[config.mk]
export PLATFORM = sky130hd
export DESIGN_NAME = srds_supervisor
export DESIGN_NICKNAME = d
export VERILOG_FILES = /design/src/inc/srds_pkg.sv /design/src/inc/srds_tmr_if.sv /design/src/logic/srds_supervisor.sv /design/src/logic/srds_delay_timer.sv
export SDC_FILE = /design/constraint.sdc
export NUM_CORES = 1
export LEC_CHECK = 0
export BUFFER_PORTS_ARGS = -buffer_cell sky130_fd_sc_hd__buf_2
export CAP_MARGIN = 15
export CORE_ASPECT_RATIO = 0.8
export CORE_MARGIN = 2
export CORE_UTILIZATION = 40
export CTS_CLUSTER_DIAMETER = 60
export CTS_CLUSTER_SIZE = 8
export DETAILED_ROUTE_END_ITERATION = 10
export GPL_TIMING_DRIVEN = 1
export HOLD_SLACK_MARGIN = 0.03
export SLEW_MARGIN = 20
export SYNTH_ARGS = -nofsm -noshare
export SYNTH_HDL_FRONTEND = slang
export SYNTH_SLANG_ARGS = --single-unit
[constraint.sdc]
create_clock -name pclk -period 3.5 [get_ports pclk]
set_input_delay 0.7 -clock pclk [delete_from_list [all_inputs] [get_ports pclk]]
set_output_delay 0.7 -clock pclk [all_outputs]
set_load 0.01 [all_outputs]
[src/inc/srds_pkg.sv]
// Constants, types and helpers shared by the supply reset delay supervisor
package srds_pkg;

    // Block clock rate
    localparam int CLK_MHZ = 125;

    // Reaction window from under-voltage to reset low, in microseconds
    localparam int REACT_MIN_US = 16;
    localparam int REACT_MAX_US = 38;

    // Reaction filter length in cycles (least time, rounded up)
    localparam int REACT_CYC = (REACT_MIN_US * CLK_MHZ * 1000 + 999) / 1000;
    localparam int REACT_W = 11;
    localparam logic [REACT_W-1:0] REACT_LAST = REACT_W'(REACT_CYC - 1);
    localparam logic [REACT_W-1:0] REACT_ZERO = 11'h000;

    // Cycles per millisecond at the block clock
    localparam int CYC_PER_MS = CLK_MHZ * 1000;

    // Release delay counter width (128 ms at 125 MHz fits)
    localparam int CNT_W = 25;
    localparam logic [CNT_W-1:0] CNT_ZERO = 25'h0000000;
    localparam logic [CNT_W-1:0] CNT_ONE = 25'h0000001;

    // Release delay pair members in milliseconds
    localparam logic [7:0] DLY_8_MS = 8'h08;
    localparam logic [7:0] DLY_16_MS = 8'h10;
    localparam logic [7:0] DLY_32_MS = 8'h20;
    localparam logic [7:0] DLY_64_MS = 8'h40;
    localparam logic [7:0] DLY_128_MS = 8'h80;

    // Register byte offsets
    localparam int ADDR_W = 12;
    localparam logic [ADDR_W-1:0] OFS_STATUS = 12'h000;
    localparam logic [ADDR_W-1:0] OFS_CONTROL = 12'h004;
    localparam logic [ADDR_W-1:0] OFS_EVENTS = 12'h008;
    localparam logic [ADDR_W-1:0] OFS_COUNT = 12'h00c;

    // Status field positions
    localparam int STB_RESET = 0;
    localparam int STB_REG_EN = 1;
    localparam int STB_OUT_UV = 2;
    localparam int STB_IN_UV = 3;
    localparam int STB_THERM = 4;
    localparam int STB_SEL = 5;
    localparam int STB_CLIM = 6;
    localparam int STB_STATE = 8;

    // Control field positions and value after reset
    localparam int CTB_FORCE = 0;
    localparam logic [31:0] CONTROL_RST = 32'h00000000;

    // Event field positions and value after reset
    localparam int EVB_OUT_UV = 0;
    localparam int EVB_THERM = 1;
    localparam int EVB_IN_UV = 2;
    localparam int EVB_CLIM = 3;
    localparam int EV_W = 4;
    localparam logic [EV_W-1:0] EVENTS_RST = 4'h0;

    // Supervisor states
    typedef enum logic [1:0] {
        ST_HOLD = 2'b00,
        ST_DELAY = 2'b01,
        ST_RUN = 2'b10,
        ST_THERMAL = 2'b11
    } srds_state_t;

    // Delay in ms for a variant and a latched select level
    function automatic logic [7:0] srds_delay_ms(input logic [1:0] variant, input logic sel);
        logic [7:0] ms;
        ms = DLY_8_MS;
        case (variant)
            2'h0: ms = sel ? DLY_128_MS : DLY_8_MS;
            2'h1: ms = sel ? DLY_32_MS : DLY_8_MS;
            2'h2: ms = sel ? DLY_64_MS : DLY_16_MS;
            default: ms = sel ? DLY_128_MS : DLY_32_MS;
        endcase
        return ms;
    endfunction : srds_delay_ms

endpackage : srds_pkg

[src/inc/srds_tmr_if.sv]
// Link between the supervisor and its release delay timer
`timescale 1ns/1ps
interface srds_tmr_if;
    import srds_pkg::*;
    logic run; // Count while high, clear while low
    logic [CNT_W-1:0] target; // Cycles to count
    logic [CNT_W-1:0] count; // Cycles counted so far
    logic done; // Last cycle of the delay
    modport ctrl (output run, output target, input count, input done);
    modport timer (input run, input target, output count, output done);
endinterface : srds_tmr_if

[src/logic/srds_supervisor.sv]
// Supply reset delay supervisor: reset output sequencing with an APB register slave
//
// Added by the designer: the address map and the APB register port.
`timescale 1ns/1ps
module srds_supervisor #(
    parameter logic [1:0] VARIANT = 2'h0,
    parameter int unsigned CYCLES_PER_MS = srds_pkg::CYC_PER_MS
) (
    // Clock and reset
    input wire logic pclk,
    input wire logic presetn,
    // APB slave
    input wire logic psel,
    input wire logic penable,
    input wire logic pwrite,
    input wire logic [srds_pkg::ADDR_W-1:0] paddr,
    input wire logic [31:0] pwdata,
    output logic [31:0] prdata,
    output logic pready,
    output logic pslverr,
    // Comparator flags
    input wire logic out_below_fall,
    input wire logic out_above_rise,
    input wire logic in_below_threshold,
    input wire logic temp_above_shutdown,
    input wire logic temp_below_release,
    input wire logic current_limit_flag,
    // Processor side pins
    input wire logic delay_time_select,
    output logic reset_out_n,
    // Regulator control
    output logic regulator_enable
);
    import srds_pkg::*;

    srds_tmr_if tmr (); // Link to the delay timer

    srds_state_t state; // Supervisor state
    srds_state_t next_state; // Next supervisor state
    logic out_uv_state; // Output under-voltage with hysteresis
    logic in_uv_state; // Input supply under threshold
    logic thermal_state; // Thermal shutdown active
    logic sel_latched; // Select level caught while reset is low
    logic force_reset; // Software hold of reset
    logic [EV_W-1:0] events; // Sticky event flags
    logic [REACT_W-1:0] react_cnt; // Reaction filter count
    logic [REACT_W-1:0] next_react_cnt; // Next reaction count
    logic uv_any; // Any supply under-voltage
    logic react_hit; // Under-voltage lasted the reaction time
    logic cond_ok; // Everything good for release
    logic [7:0] delay_ms; // Selected delay in ms
    logic [31:0] delay_cyc; // Selected delay in cycles

    // APB decode
    logic setup_ph; // Setup phase of any transfer
    logic wr_en; // Write taken this edge
    logic hit_status; // Address selects status
    logic hit_control; // Address selects control
    logic hit_events; // Address selects events
    logic hit_count; // Address selects delay count
    logic mapped; // Address is one of ours
    logic [31:0] rd_mux; // Read data selection
    logic [31:0] status_word; // Status assembled
    logic [EV_W-1:0] ev_set; // Events raised this cycle
    logic [EV_W-1:0] ev_clr; // Events cleared by software

    // Delay timer instance
    srds_delay_timer u_timer (
        .pclk(pclk),
        .presetn(presetn),
        .tmr(tmr)
    );

    // Delay from variant pair and latched select; low select is the default
    assign delay_ms = srds_delay_ms(VARIANT, sel_latched);
    assign delay_cyc = 32'(delay_ms) * 32'(CYCLES_PER_MS);
    assign tmr.target = delay_cyc[CNT_W-1:0];
    // Timer runs only while in the delay state, otherwise held at zero
    assign tmr.run = (state == ST_DELAY);

    // Supply faults and release condition
    assign uv_any = out_uv_state || in_uv_state;
    assign cond_ok = !uv_any && !thermal_state && !force_reset;
    assign react_hit = (state == ST_RUN) && uv_any && (react_cnt == REACT_LAST);

    // Output under-voltage flag: set at the falling threshold, cleared above the rising one
    always_ff @(posedge pclk or negedge presetn) begin
        if (!presetn) begin
            out_uv_state <= 1'b1;
        end else if (out_below_fall) begin
            out_uv_state <= 1'b1;
        end else if (out_above_rise) begin
            out_uv_state <= 1'b0;
        end
    end

    // Input supply flag follows its comparator
    always_ff @(posedge pclk or negedge presetn) begin
        if (!presetn) begin
            in_uv_state <= 1'b1;
        end else begin
            in_uv_state <= in_below_threshold;
        end
    end

    // Thermal shutdown: trip high, release only at the lower level
    always_ff @(posedge pclk or negedge presetn) begin
        if (!presetn) begin
            thermal_state <= 1'b0;
        end else if (temp_above_shutdown) begin
            thermal_state <= 1'b1;
        end else if (temp_below_release) begin
            thermal_state <= 1'b0;
        end
    end

    // Reaction filter counts the under-voltage time while reset is high
    assign next_react_cnt = (state != ST_RUN || !uv_any) ? REACT_ZERO :
                            (react_hit ? react_cnt : react_cnt + 11'h001);

    // Reaction counter register
    always_ff @(posedge pclk or negedge presetn) begin
        if (!presetn) begin
            react_cnt <= REACT_ZERO;
        end else begin
            react_cnt <= next_react_cnt;
        end
    end

    // Select is followed only while reset is low, frozen while high
    always_ff @(posedge pclk or negedge presetn) begin
        if (!presetn) begin
            sel_latched <= 1'b0;
        end else if (!reset_out_n) begin
            sel_latched <= delay_time_select;
        end
    end

    // Sequencing of reset and regulator
    always_comb begin
        next_state = state;
        case (state)
            // Reset low, wait for all conditions good
            ST_HOLD: begin
                if (thermal_state) begin
                    next_state = ST_THERMAL;
                end else if (cond_ok) begin
                    next_state = ST_DELAY;
                end
            end
            // Counting the release delay, any fault restarts it
            ST_DELAY: begin
                if (thermal_state) begin
                    next_state = ST_THERMAL;
                end else if (!cond_ok) begin
                    next_state = ST_HOLD;
                end else if (tmr.done) begin
                    next_state = ST_RUN;
                end
            end
            // Reset released; current limit plays no part here
            ST_RUN: begin
                if (thermal_state) begin
                    next_state = ST_THERMAL;
                end else if (react_hit || force_reset) begin
                    next_state = ST_HOLD;
                end
            end
            // Output off until the die cools to the release level
            ST_THERMAL: begin
                if (!thermal_state) begin
                    next_state = ST_HOLD;
                end
            end
            default: begin
                next_state = ST_HOLD;
            end
        endcase
    end

    // State and pin registers; reset held low from reset onward
    always_ff @(posedge pclk or negedge presetn) begin
        if (!presetn) begin
            state <= ST_HOLD;
            reset_out_n <= 1'b0;
            regulator_enable <= 1'b1;
        end else begin
            state <= next_state;
            reset_out_n <= (next_state == ST_RUN);
            regulator_enable <= (next_state != ST_THERMAL);
        end
    end

    // APB address decode
    assign setup_ph = psel && !penable;
    assign wr_en = psel && penable && pwrite;
    assign hit_status = (paddr == OFS_STATUS);
    assign hit_control = (paddr == OFS_CONTROL);
    assign hit_events = (paddr == OFS_EVENTS);
    assign hit_count = (paddr == OFS_COUNT);
    assign mapped = hit_status || hit_control || hit_events || hit_count;
    assign pready = 1'b1;
    assign pslverr = psel && penable && !mapped;

    // Status word
    assign status_word = {22'h000000, state, 1'b0, current_limit_flag, sel_latched,
                          thermal_state, in_uv_state, out_uv_state, regulator_enable, reset_out_n};

    // Read selection
    assign rd_mux = hit_status ? status_word :
                    hit_control ? {31'h00000000, force_reset} :
                    hit_events ? {28'h0000000, events} :
                    hit_count ? {7'h00, tmr.count} : 32'h00000000;

    // Read data captured in the setup phase, valid during access
    always_ff @(posedge pclk or negedge presetn) begin
        if (!presetn) begin
            prdata <= 32'h00000000;
        end else if (setup_ph && !pwrite) begin
            prdata <= rd_mux;
        end
    end

    // Control register: software hold of the reset output
    always_ff @(posedge pclk or negedge presetn) begin
        if (!presetn) begin
            force_reset <= CONTROL_RST[CTB_FORCE];
        end else if (wr_en && hit_control) begin
            force_reset <= pwdata[CTB_FORCE];
        end
    end

    // Event sources and write-one-to-clear
    assign ev_set = {current_limit_flag,
                     in_uv_state && (state == ST_RUN),
                     thermal_state && (state != ST_THERMAL),
                     react_hit};
    assign ev_clr = (wr_en && hit_events) ? pwdata[EV_W-1:0] : EVENTS_RST;

    // Sticky events; a new event wins over a clear
    always_ff @(posedge pclk or negedge presetn) begin
        if (!presetn) begin
            events <= EVENTS_RST;
        end else begin
            events <= (events & ~ev_clr) | ev_set;
        end
    end

    // Checks
    uv_hyst_a: assert property (@(posedge pclk) disable iff (!presetn)
        (out_uv_state && !out_above_rise) |=> out_uv_state)
        else $error("output flag cleared without rising threshold");

    react_drop_a: assert property (@(posedge pclk) disable iff (!presetn)
        react_hit |=> !reset_out_n && state == ST_HOLD)
        else $error("reset not asserted after reaction time");

    react_bound_a: assert property (@(posedge pclk) disable iff (!presetn)
        (reset_out_n && uv_any) |-> react_cnt <= REACT_LAST)
        else $error("reaction count ran past its limit");

    release_delay_a: assert property (@(posedge pclk) disable iff (!presetn)
        $rose(reset_out_n) |-> $past(tmr.done) && $past(state) == ST_DELAY)
        else $error("reset released without full delay");

    low_select_a: assert property (@(posedge pclk) disable iff (!presetn)
        !sel_latched |-> delay_ms == ((VARIANT == 2'h2) ? DLY_16_MS : (VARIANT == 2'h3) ? DLY_32_MS : DLY_8_MS))
        else $error("low select did not give low delay");

    sel_frozen_a: assert property (@(posedge pclk) disable iff (!presetn)
        (reset_out_n && $past(reset_out_n)) |-> $stable(sel_latched))
        else $error("select changed while reset high");

    therm_off_a: assert property (@(posedge pclk) disable iff (!presetn)
        thermal_state |-> ##1 (!regulator_enable && !reset_out_n))
        else $error("thermal trip did not shut output");

    therm_hold_a: assert property (@(posedge pclk) disable iff (!presetn)
        (thermal_state && !temp_below_release) |=> thermal_state)
        else $error("thermal flag cleared above release level");

    therm_exit_a: assert property (@(posedge pclk) disable iff (!presetn)
        (state == ST_THERMAL && !thermal_state) |=> ##1 (regulator_enable && !reset_out_n))
        else $error("thermal exit sequence wrong");

    clim_no_reset_a: assert property (@(posedge pclk) disable iff (!presetn)
        $fell(reset_out_n) |-> $past(react_hit || force_reset || thermal_state))
        else $error("reset dropped without a supply cause");

    restart_count_a: assert property (@(posedge pclk) disable iff (!presetn)
        (state == ST_DELAY && !cond_ok) |=> ##1 (tmr.count == CNT_ZERO && !reset_out_n))
        else $error("delay counter not restarted");

    // Pin levels track the sequencer state, and the run and delay stages hold while their conditions hold
    pin_state_a: assert property (@(posedge pclk) disable iff (!presetn)
        reset_out_n == (state == ST_RUN))
        else $error("reset pin out of step with state");

    reg_state_a: assert property (@(posedge pclk) disable iff (!presetn)
        regulator_enable == (state != ST_THERMAL))
        else $error("regulator enable out of step with state");

    force_hold_a: assert property (@(posedge pclk) disable iff (!presetn)
        force_reset |=> !reset_out_n)
        else $error("software hold did not keep reset low");

    run_keep_a: assert property (@(posedge pclk) disable iff (!presetn)
        (state == ST_RUN && !uv_any && !thermal_state && !force_reset) |=> state == ST_RUN)
        else $error("reset left without a supply cause");

    delay_keep_a: assert property (@(posedge pclk) disable iff (!presetn)
        (state == ST_DELAY && cond_ok && !tmr.done) |=> state == ST_DELAY)
        else $error("delay ended before its count");

    input_uv_a: assert property (@(posedge pclk) disable iff (!presetn)
        in_below_threshold |=> in_uv_state)
        else $error("input supply flag not taken");

    sel_follow_a: assert property (@(posedge pclk) disable iff (!presetn)
        !reset_out_n |=> sel_latched == $past(delay_time_select))
        else $error("select not followed while reset low");

    count_clear_a: assert property (@(posedge pclk) disable iff (!presetn)
        (state != ST_DELAY) |=> tmr.count == CNT_ZERO)
        else $error("delay counter not held at zero");

    react_clear_a: assert property (@(posedge pclk) disable iff (!presetn)
        (state == ST_RUN && !uv_any) |=> react_cnt == REACT_ZERO)
        else $error("reaction filter not cleared");

    therm_trip_a: assert property (@(posedge pclk) disable iff (!presetn)
        temp_above_shutdown |=> thermal_state)
        else $error("thermal trip not taken");

endmodule : srds_supervisor

[src/logic/srds_delay_timer.sv]
// Release delay counter for the supply reset delay supervisor
`timescale 1ns/1ps
module srds_delay_timer (
    // Clock and reset
    input wire logic pclk,
    input wire logic presetn,
    // Control from the supervisor
    srds_tmr_if.timer tmr
);
    import srds_pkg::*;

    logic [CNT_W-1:0] count; // Elapsed cycles
    logic [CNT_W-1:0] next_count; // Next elapsed value
    logic last; // Count has reached the final cycle

    // Final cycle of the selected delay
    // A target that shrinks in mid-count ends the delay at once instead of wrapping
    assign last = (count >= (tmr.target - CNT_ONE));
    // Count up while running, restart from zero when stopped
    assign next_count = !tmr.run ? CNT_ZERO : (last ? count : count + CNT_ONE);

    // Counter register
    always_ff @(posedge pclk or negedge presetn) begin
        if (!presetn) begin
            count <= CNT_ZERO;
        end else begin
            count <= next_count;
        end
    end

    assign tmr.count = count;
    assign tmr.done = tmr.run && last;

endmodule : srds_delay_timer

==> out/qor.txt, run 1 <==
Status - finished clean
R2R setup slack - 700 ps
Total grt overflow - 0
Number of remaining DRC errors - 0
Die boundary width - 118 um
Synth top cells by count - nand2_1 (81), dfrtp_1 (71), nor2_1 (38)
Gr usage total - 0.186
Final nets - 575
Worst hold path class - in -> async
Register area - 1860 um^2
Crit path kind - reg -> reg
EDFF count, synth - 0
Post-DP HPWL - 6830 um
Num rows - 33
CP Cell Sequence - inv_1 -> ha_1 -> a21o_1 -> a211o_1 -> or4b_1 -> nor4b_2 -> mux2i_1
Drt initial violations - 231
DRT Pass-1 Iters - 5
Final Hold Fails - 0
Dominant synthesized flop cell - dfrtp_1
Most instantiated library cell after synthesis - nand2_1
WL/cell - 15.0 um
Slew margin rel. - 0.526
Crit path required time - 3760 ps
Via-per-instance ratio - 5.43
Post-synthesis async set-or-reset flop share - 1.00
Flops & latches, synth - 74
Final period util - 0.800
RSZ-0062 raised after global routing - no
Largest net degree at the start of global routing - 51
Core area - 10200 um^2
Max Cap Viol - 0
Vias after detailed routing - 3529
Crit end category - flip-flop
Placer's final routability congestion estimate - 0.803
Antenna viol nets, final - 0
Crit start category - flip-flop
Critical path arrival - 3060 ps
Num CTS Buffers - 9
Count of cell types in the netlist - 55
Skew-Pair Late Insertion Delay - 340 ps
Avg Inst Size Synth - 9.13 um^2
Hold buffers post-CTS - 0
Setup bufs post-CTS - 0
Yosys top cell area share - 0.428
Slew Viols, Final - 0
Setup Viol. Count Final - 0
Min Tclk post-route - 2800 ps
Setup TNS - 0 ps
Synth top area cells - dfrtp_1 (43%), nand2_1 (7.3%), ha_1 (4.2%)
Die height - 95.2 um
Footprint of the multi-input gates - 2110 um^2
Ports - 92
Leak pwr - 2.24 nW
Placed Area - 4550 um^2
Mapped Cells - 455
Fillers - 999
Worst Skew - 5.02 ps
Initial antenna violation count - 0
Layout cells sized above 1 - 0.214
Fmax - 0.357 GHz
Max stage delay on crit path - 670 ps
Syn. warnings - 0
P per Cell Area - 420 nW/um^2
Num Clock Sinks - 74
CTS clk-pin slew, worst paths - 60 ps
Worst-Margin Slew - 704 ps
Post-route cell area - 4880 um^2
Buffers on Ports - 55
Root buffer cell - clkbuf_16
Vias in the first global route - 3303
DIE AREA - 11200 um^2
CTS tree - yes
Slowest cell on the critical path - or4b_1
Seq/Total Area, Yosys - 0.447
Max clock buf depth - 2
Drt total wl - 9780 um
First-pass GRT wire length - 16500 um
CTS resizes - 0
H-tree lvl count - 3
Starting density of the core - 0.407
Synth-to-layout area growth - 17.5%
Worst VDD drop - 217 uV
Post-synth top area cell - dfrtp_1
Netlist Area Pre-Place - 4160 um^2
Antenna fix cells - 0
Crit Path Max Fanout - 16
-- report_power, final --
| part | internal [mW] | switching, mW |
|---|---|---|
| Combinational | 0.0404 | 0.0804 |
| Clock | 0.695 | 0.356 |
| Sequential | 0.866 | 0.0109 |
-- registers in the layout (all words and copies together), names as in the netlist --
signal,flops
state,2
react_cnt,11
u_timer.tmr.count,25
force_reset,1
out_uv_state,1
in_uv_state,1
thermal_state,1
regulator_enable,1
sel_latched,1
prdata,25
events,4
reset_out_n,1
-- placed cells by master (no fill, tap or decap), drive strengths merged, types with 5 or more instances in the layout --
cell type and n:
nand2 81, dfrtp 71, buf 68, nor2 38
o21ai 24, nor4 19, nand3 16, mux2i 14
ha 14, a31oi 13, a31o 12, nand4 11
clkbuf 11, inv 10, nand2b 10, conb 8
nor3 7, a21o 6, a21oi 6, a22oi 5
o31ai 5
-- metal layers --
metal,part of all wire,GRT usage
met1,0.49,0.255
met2,0.44,0.292
met3,0.054,0.0437
met4,0.013,0.0633
met5,0,0
-- cell families (layout without fill, tap and decap cells) --
logic type,count (synthesis),after routing,synth area share
buffers and inverters,45,94,0.0527
xor gates and xnor gates,8,8,0.0169
and+or+nand+nor,207,207,0.248
AOI/OAI and AO/OA,88,88,0.147
muxes,17,17,0.0446
DFF,74,74,0.447
other,2,8,0.00181
adders and majority gates,14,14,0.0422
-- area by class of cell --
cell class,count,share of cell area
clock inverters,5,0.0210
multi-input cells,342,0.431
repair buffers,68,0.0764
inverters,10,0.00769
flip-flops and latches,74,0.380
well taps,140,0.0359
clock buffers,11,0.0477
-- final timing paths --
check / depth (start not counted) / endpoint / start
hold / removal: 1 / react_cnt[2] / presetn
setup reg to reg: 7 / u_timer.tmr.count[21] / sel_latched
min in group pclk: 1 / in_uv_state / in_below_threshold
max in group asynchronous: 2 / u_timer.tmr.count[18] / presetn
hold reg to reg: 2 / prdata[23] / prdata[23]
setup / recovery: 7 / u_timer.tmr.count[21] / sel_latched
-- stage by stage --
step                setup slack [ps]  std cells  power [mW]  hold slack, ps   util
floorplan                       1040        461       0.961             404      -
global placement                 778        634        1.01             458  0.446
detailed placement               741        634        1.01             465  0.446
CTS                              710        650        2.07             347  0.479
global route                     554        650        2.13             362  0.479
finish                           702        650        2.05             342  0.479
-- worst max-delay path, delay by kind of cell, from the launching register on --
kind                     cells  cell delay [ps]
AO/OA/AOI/OAI                2              670
buffers and inverters        1              230
flip-flops                   1              370
AND/OR/NAND/NOR              2              940
multiplexers                 1              200
adder cells (fa/ha/maj)      1              300
Note: power is estimated with default switching activity, not from simulation.
==> run 2, diff against run 1 <==
Settings changed: ABC_AREA set to 1.
Clock period 3.5 ns to 2.3 ns, I/O delays scaled along.
==> out/qor.txt, run 2 <==
Status - finished clean
Combinational power share - 0.217 (+0.158)
Vias in the first global route - 3844 (+16%)
Die height - 96.9 um (+1.8%)
Placer's final routability congestion estimate - 0.947 (+18%)
Min Tclk post-route - 2220 ps (-581 ps)
Vias after detailed routing - 4029 (+14%)
CTS tree - yes
Synth top cells by count - nand2_1 (139), inv_1 (79), dfrtp_1 (71)
Number of remaining DRC errors - 0 (unchanged)
Flop pwr share - 0.403 (-0.025)
Via-per-instance ratio - 5.11 (-5.8%)
Mapped Cells - 573 (+26%)
EDFF count, synth - 0 (unchanged)
RR Startpoint - sel_latched
DRT Pass-1 Iters - 5 (unchanged)
Antenna fix cells - 0 (unchanged)
Worst Skew - 9.35 ps (+4.33 ps)
Crit path top cell by count - nand2_1
Clock power frac - 0.380 (-0.133)
Num rows - 33 (unchanged)
Most instantiated library cell after synthesis - nand2_1
Final Hold Fails - 0 (unchanged)
Antenna viol nets, final - 0 (unchanged)
Synth Area in XOR/XNOR - 0.0203 (+0.00343)
FF-to-FF End - u_timer.tmr.count[4]
Final cell utilization of the core - 0.502 (+0.0229)
Avg Inst Size Synth - 7.53 um^2 (-18%)
Max stage delay on crit path - 400 ps (-270 ps)
P per Cell Area - 688 nW/um^2 (+64%)
Buffers on Ports - 55 (unchanged)
Compound-Gate Fraction of Synth Area - 0.122 (-0.0252)
First-pass GRT wire length - 19300 um (+17%)
Max Cap Viol - 0 (unchanged)
Root buffer cell - clkbuf_16
Commonest cells after routing, fill and taps aside - nand2_1 (136), inv_1 (77), dfrtp_1 (71)
Core area - 10400 um^2 (+1.6%)
Synth Area in Adders - 0.0406 (-0.00158)
Synth top area cells - dfrtp_1 (41%), nand2_1 (12%), inv_1 (6.9%)
WL/cell - 14.7 um (-2.5%)
Fmax - 0.451 GHz (+26%)
Fillers - 1026 (+2.7%)
Final period util - 0.964 (+0.165)
Pint - 2.40 mW (+50%)
Crit path kind - reg -> reg
Commonest non-fill, non-tap cell in the layout - nand2_1
Setup Viol. Count Final - 0 (unchanged)
Ports - 92 (unchanged)
Count of cell types in the netlist - 36 (-35%)
Post-DP HPWL - 8470 um (+24%)
Layout cells sized above 1 - 0.193 (-0.0208)
R2R cell count - 13 (+6)
Initial antenna violation count - 0 (unchanged)
Critical path arrival - 2490 ps (-570 ps)
Flops & latches, synth - 74 (unchanged)
Sw Pwr - 1.18 mW (+160%)
Skew-Pair Late Insertion Delay - 340 ps (about the same)
Worst setup margin - 82.2 ps (-619 ps)
Top flop regs - prdata x25, u_timer.tmr.count x25, react_cnt x11
Max clock buf depth - 2 (unchanged)
Gr usage total - 0.209 (+0.0235)
CTS clk-pin slew, worst paths - 60 ps (about the same)
R2R setup slack - 80 ps (-620 ps)
CP Cell Sequence - clkinvlp_4 -> buf_12 -> ha_1 -> nand2_2 -> nor2_2 -> nand2_1 -> inv_1 -> a21oi_4 -> nand2_4 -> buf_6 -> o21ai_2 -> nand2_1 -> nor2_1
Largest family of logic cells by synthesized area - simple AND/OR/NAND/NOR gates
H-tree lvl count - 3 (unchanged)
Crit start category - flip-flop
Final nets - 713 (+24%)
Post-synthesis mux area share - 0 (-0.0446)
Post-synth top area cell - dfrtp_1
Crit end category - flip-flop
Dominant synthesized flop cell - dfrtp_1
Crit Path Max Fanout - 8 (-8)
Post-synthesis async set-or-reset flop share - 1.00 (unchanged)
Largest net degree at the start of global routing - 43 (-16%)
Starting density of the core - 0.417 (+0.00908)
Synth-to-layout area growth - 20.4%
Worst hold path class - in -> async
Netlist Area Pre-Place - 4320 um^2 (+3.9%)
Leak pwr - 2.48 nW (+11%)
Hold buffers post-CTS - 0 (unchanged)
Slowest cell on the critical path - dfrtp_1
Dpl ws - -65.7 ps (-806 ps)
Drt total wl - 11600 um (+18%)
Die boundary width - 120 um (+1.9%)
Seq/Total Area, Yosys - 0.430 (-0.0167)
Num CTS Buffers - 9 (unchanged)
Switch share - 0.328 (+0.110)
Slew Viols, Final - 0 (unchanged)
DIE AREA - 11600 um^2 (+3.7%)
Simple-gate share of the synthesized area - 0.281 (+0.0333)
Num Clock Sinks - 74 (unchanged)
Crit path required time - 2570 ps (-1190 ps)
Drt initial violations - 309 (+34%)
Syn. warnings - 0 (unchanged)
Total grt overflow - 0 (unchanged)
Yosys top cell area share - 0.412 (-0.0160)
Worst VDD drop - 506 uV (+130%)
run 2: cell types whose count changed in the layout (fill, tap and decap cells not counted), moves of 14 or more:
cell and delta:
nor4_1 -14, nand2_1 +55, mux2i_1 -14, nor2_1 +16
o21ai_1 +21, nor3_1 +15, inv_1 +67, nand3_1 +14
run 2: final cells by class:
class,count,area (um^2),area share
sequential,74,1860,0.357
tap,140,175,0.0337
clock inverter,7,60.1,0.0116
multi-input combinational,402,2120,0.408
inverter,84,322,0.0619
clock buffer,9,225,0.0433
timing repair buffer,72,438,0.0842
run 2: power groups by stage:
stage          clock network (mW)  registers [mW]  logic [mW]
6_report                     1.36            1.44       0.777
3_5_place_dp                    0            1.46       0.644
2_1_floorplan                   0            1.47       0.395
4_1_cts                      1.39            1.44       0.708
3_3_place_gp                    0            1.46       0.624
5_1_grt                      1.46            1.45       0.872
run 2: what timing repair did:
item                                    CTS  global route
endpoints found under the setup margin   14            25
pin swaps                                 0            10
setup buffers                             3             1
gates resized for setup                   3            16
run 2: critical path: cells and delay by family (launching register included):
family / cells / cell delay, ps
compound gates: 2 / 320
fa+ha+maj: 1 / 290
flops: 1 / 400
simple gates: 6 / 580
buf+inv: 4 / 570
run 2: kinds of logic (layout without fill, tap and decap cells):
family	Yosys count	in the layout
compound gates	90	90
xor+xnor	10	10
fa+ha+maj	14	14
buf+inv	103	172
flops	74	74
other cells	2	8
simple gates	280	280
run 2: per-stage QoR:
step                hold slack [ps]  power [mW]  cells  TNS (ps)  cell area (um^2)
floorplan                       164        1.86    579         0              4340
CTS                            74.2        3.54    787         0              5100
global route                   87.0        3.79    788     -14.9              5200
finish                         61.9        3.58    788         0              5200
detailed placement              450        2.10    768      -108              4770
global placement                441        2.08    768     -38.1              4770
run 2: layer usage:
| layer | GRT usage | up-vias | routed length (um) |
|---|---|---|---|
| li1 | - | 2001 | - |
| met1 | 0.310 | 1909 | 5780 |
| met2 | 0.303 | 110 | 5020 |
| met3 | 0.0495 | 9 | 632 |
| met4 | 0.0597 | 0 | 120 |
| met5 | 0 | - | 0 |
run 2: worst max-delay path by stage:
stage                     slack [ps]        start  cells after the start               endpoint
after floorplan                  400  sel_latched                     11   u_timer.tmr.count[2]
final                             80  sel_latched                     13   u_timer.tmr.count[4]
after global routing             -10  sel_latched                     13  u_timer.tmr.count[18]
after CTS                         60  sel_latched                     13  u_timer.tmr.count[22]
after detailed placement         -70  sel_latched                     12  u_timer.tmr.count[14]
after global placement           -40  sel_latched                     12  u_timer.tmr.count[14]
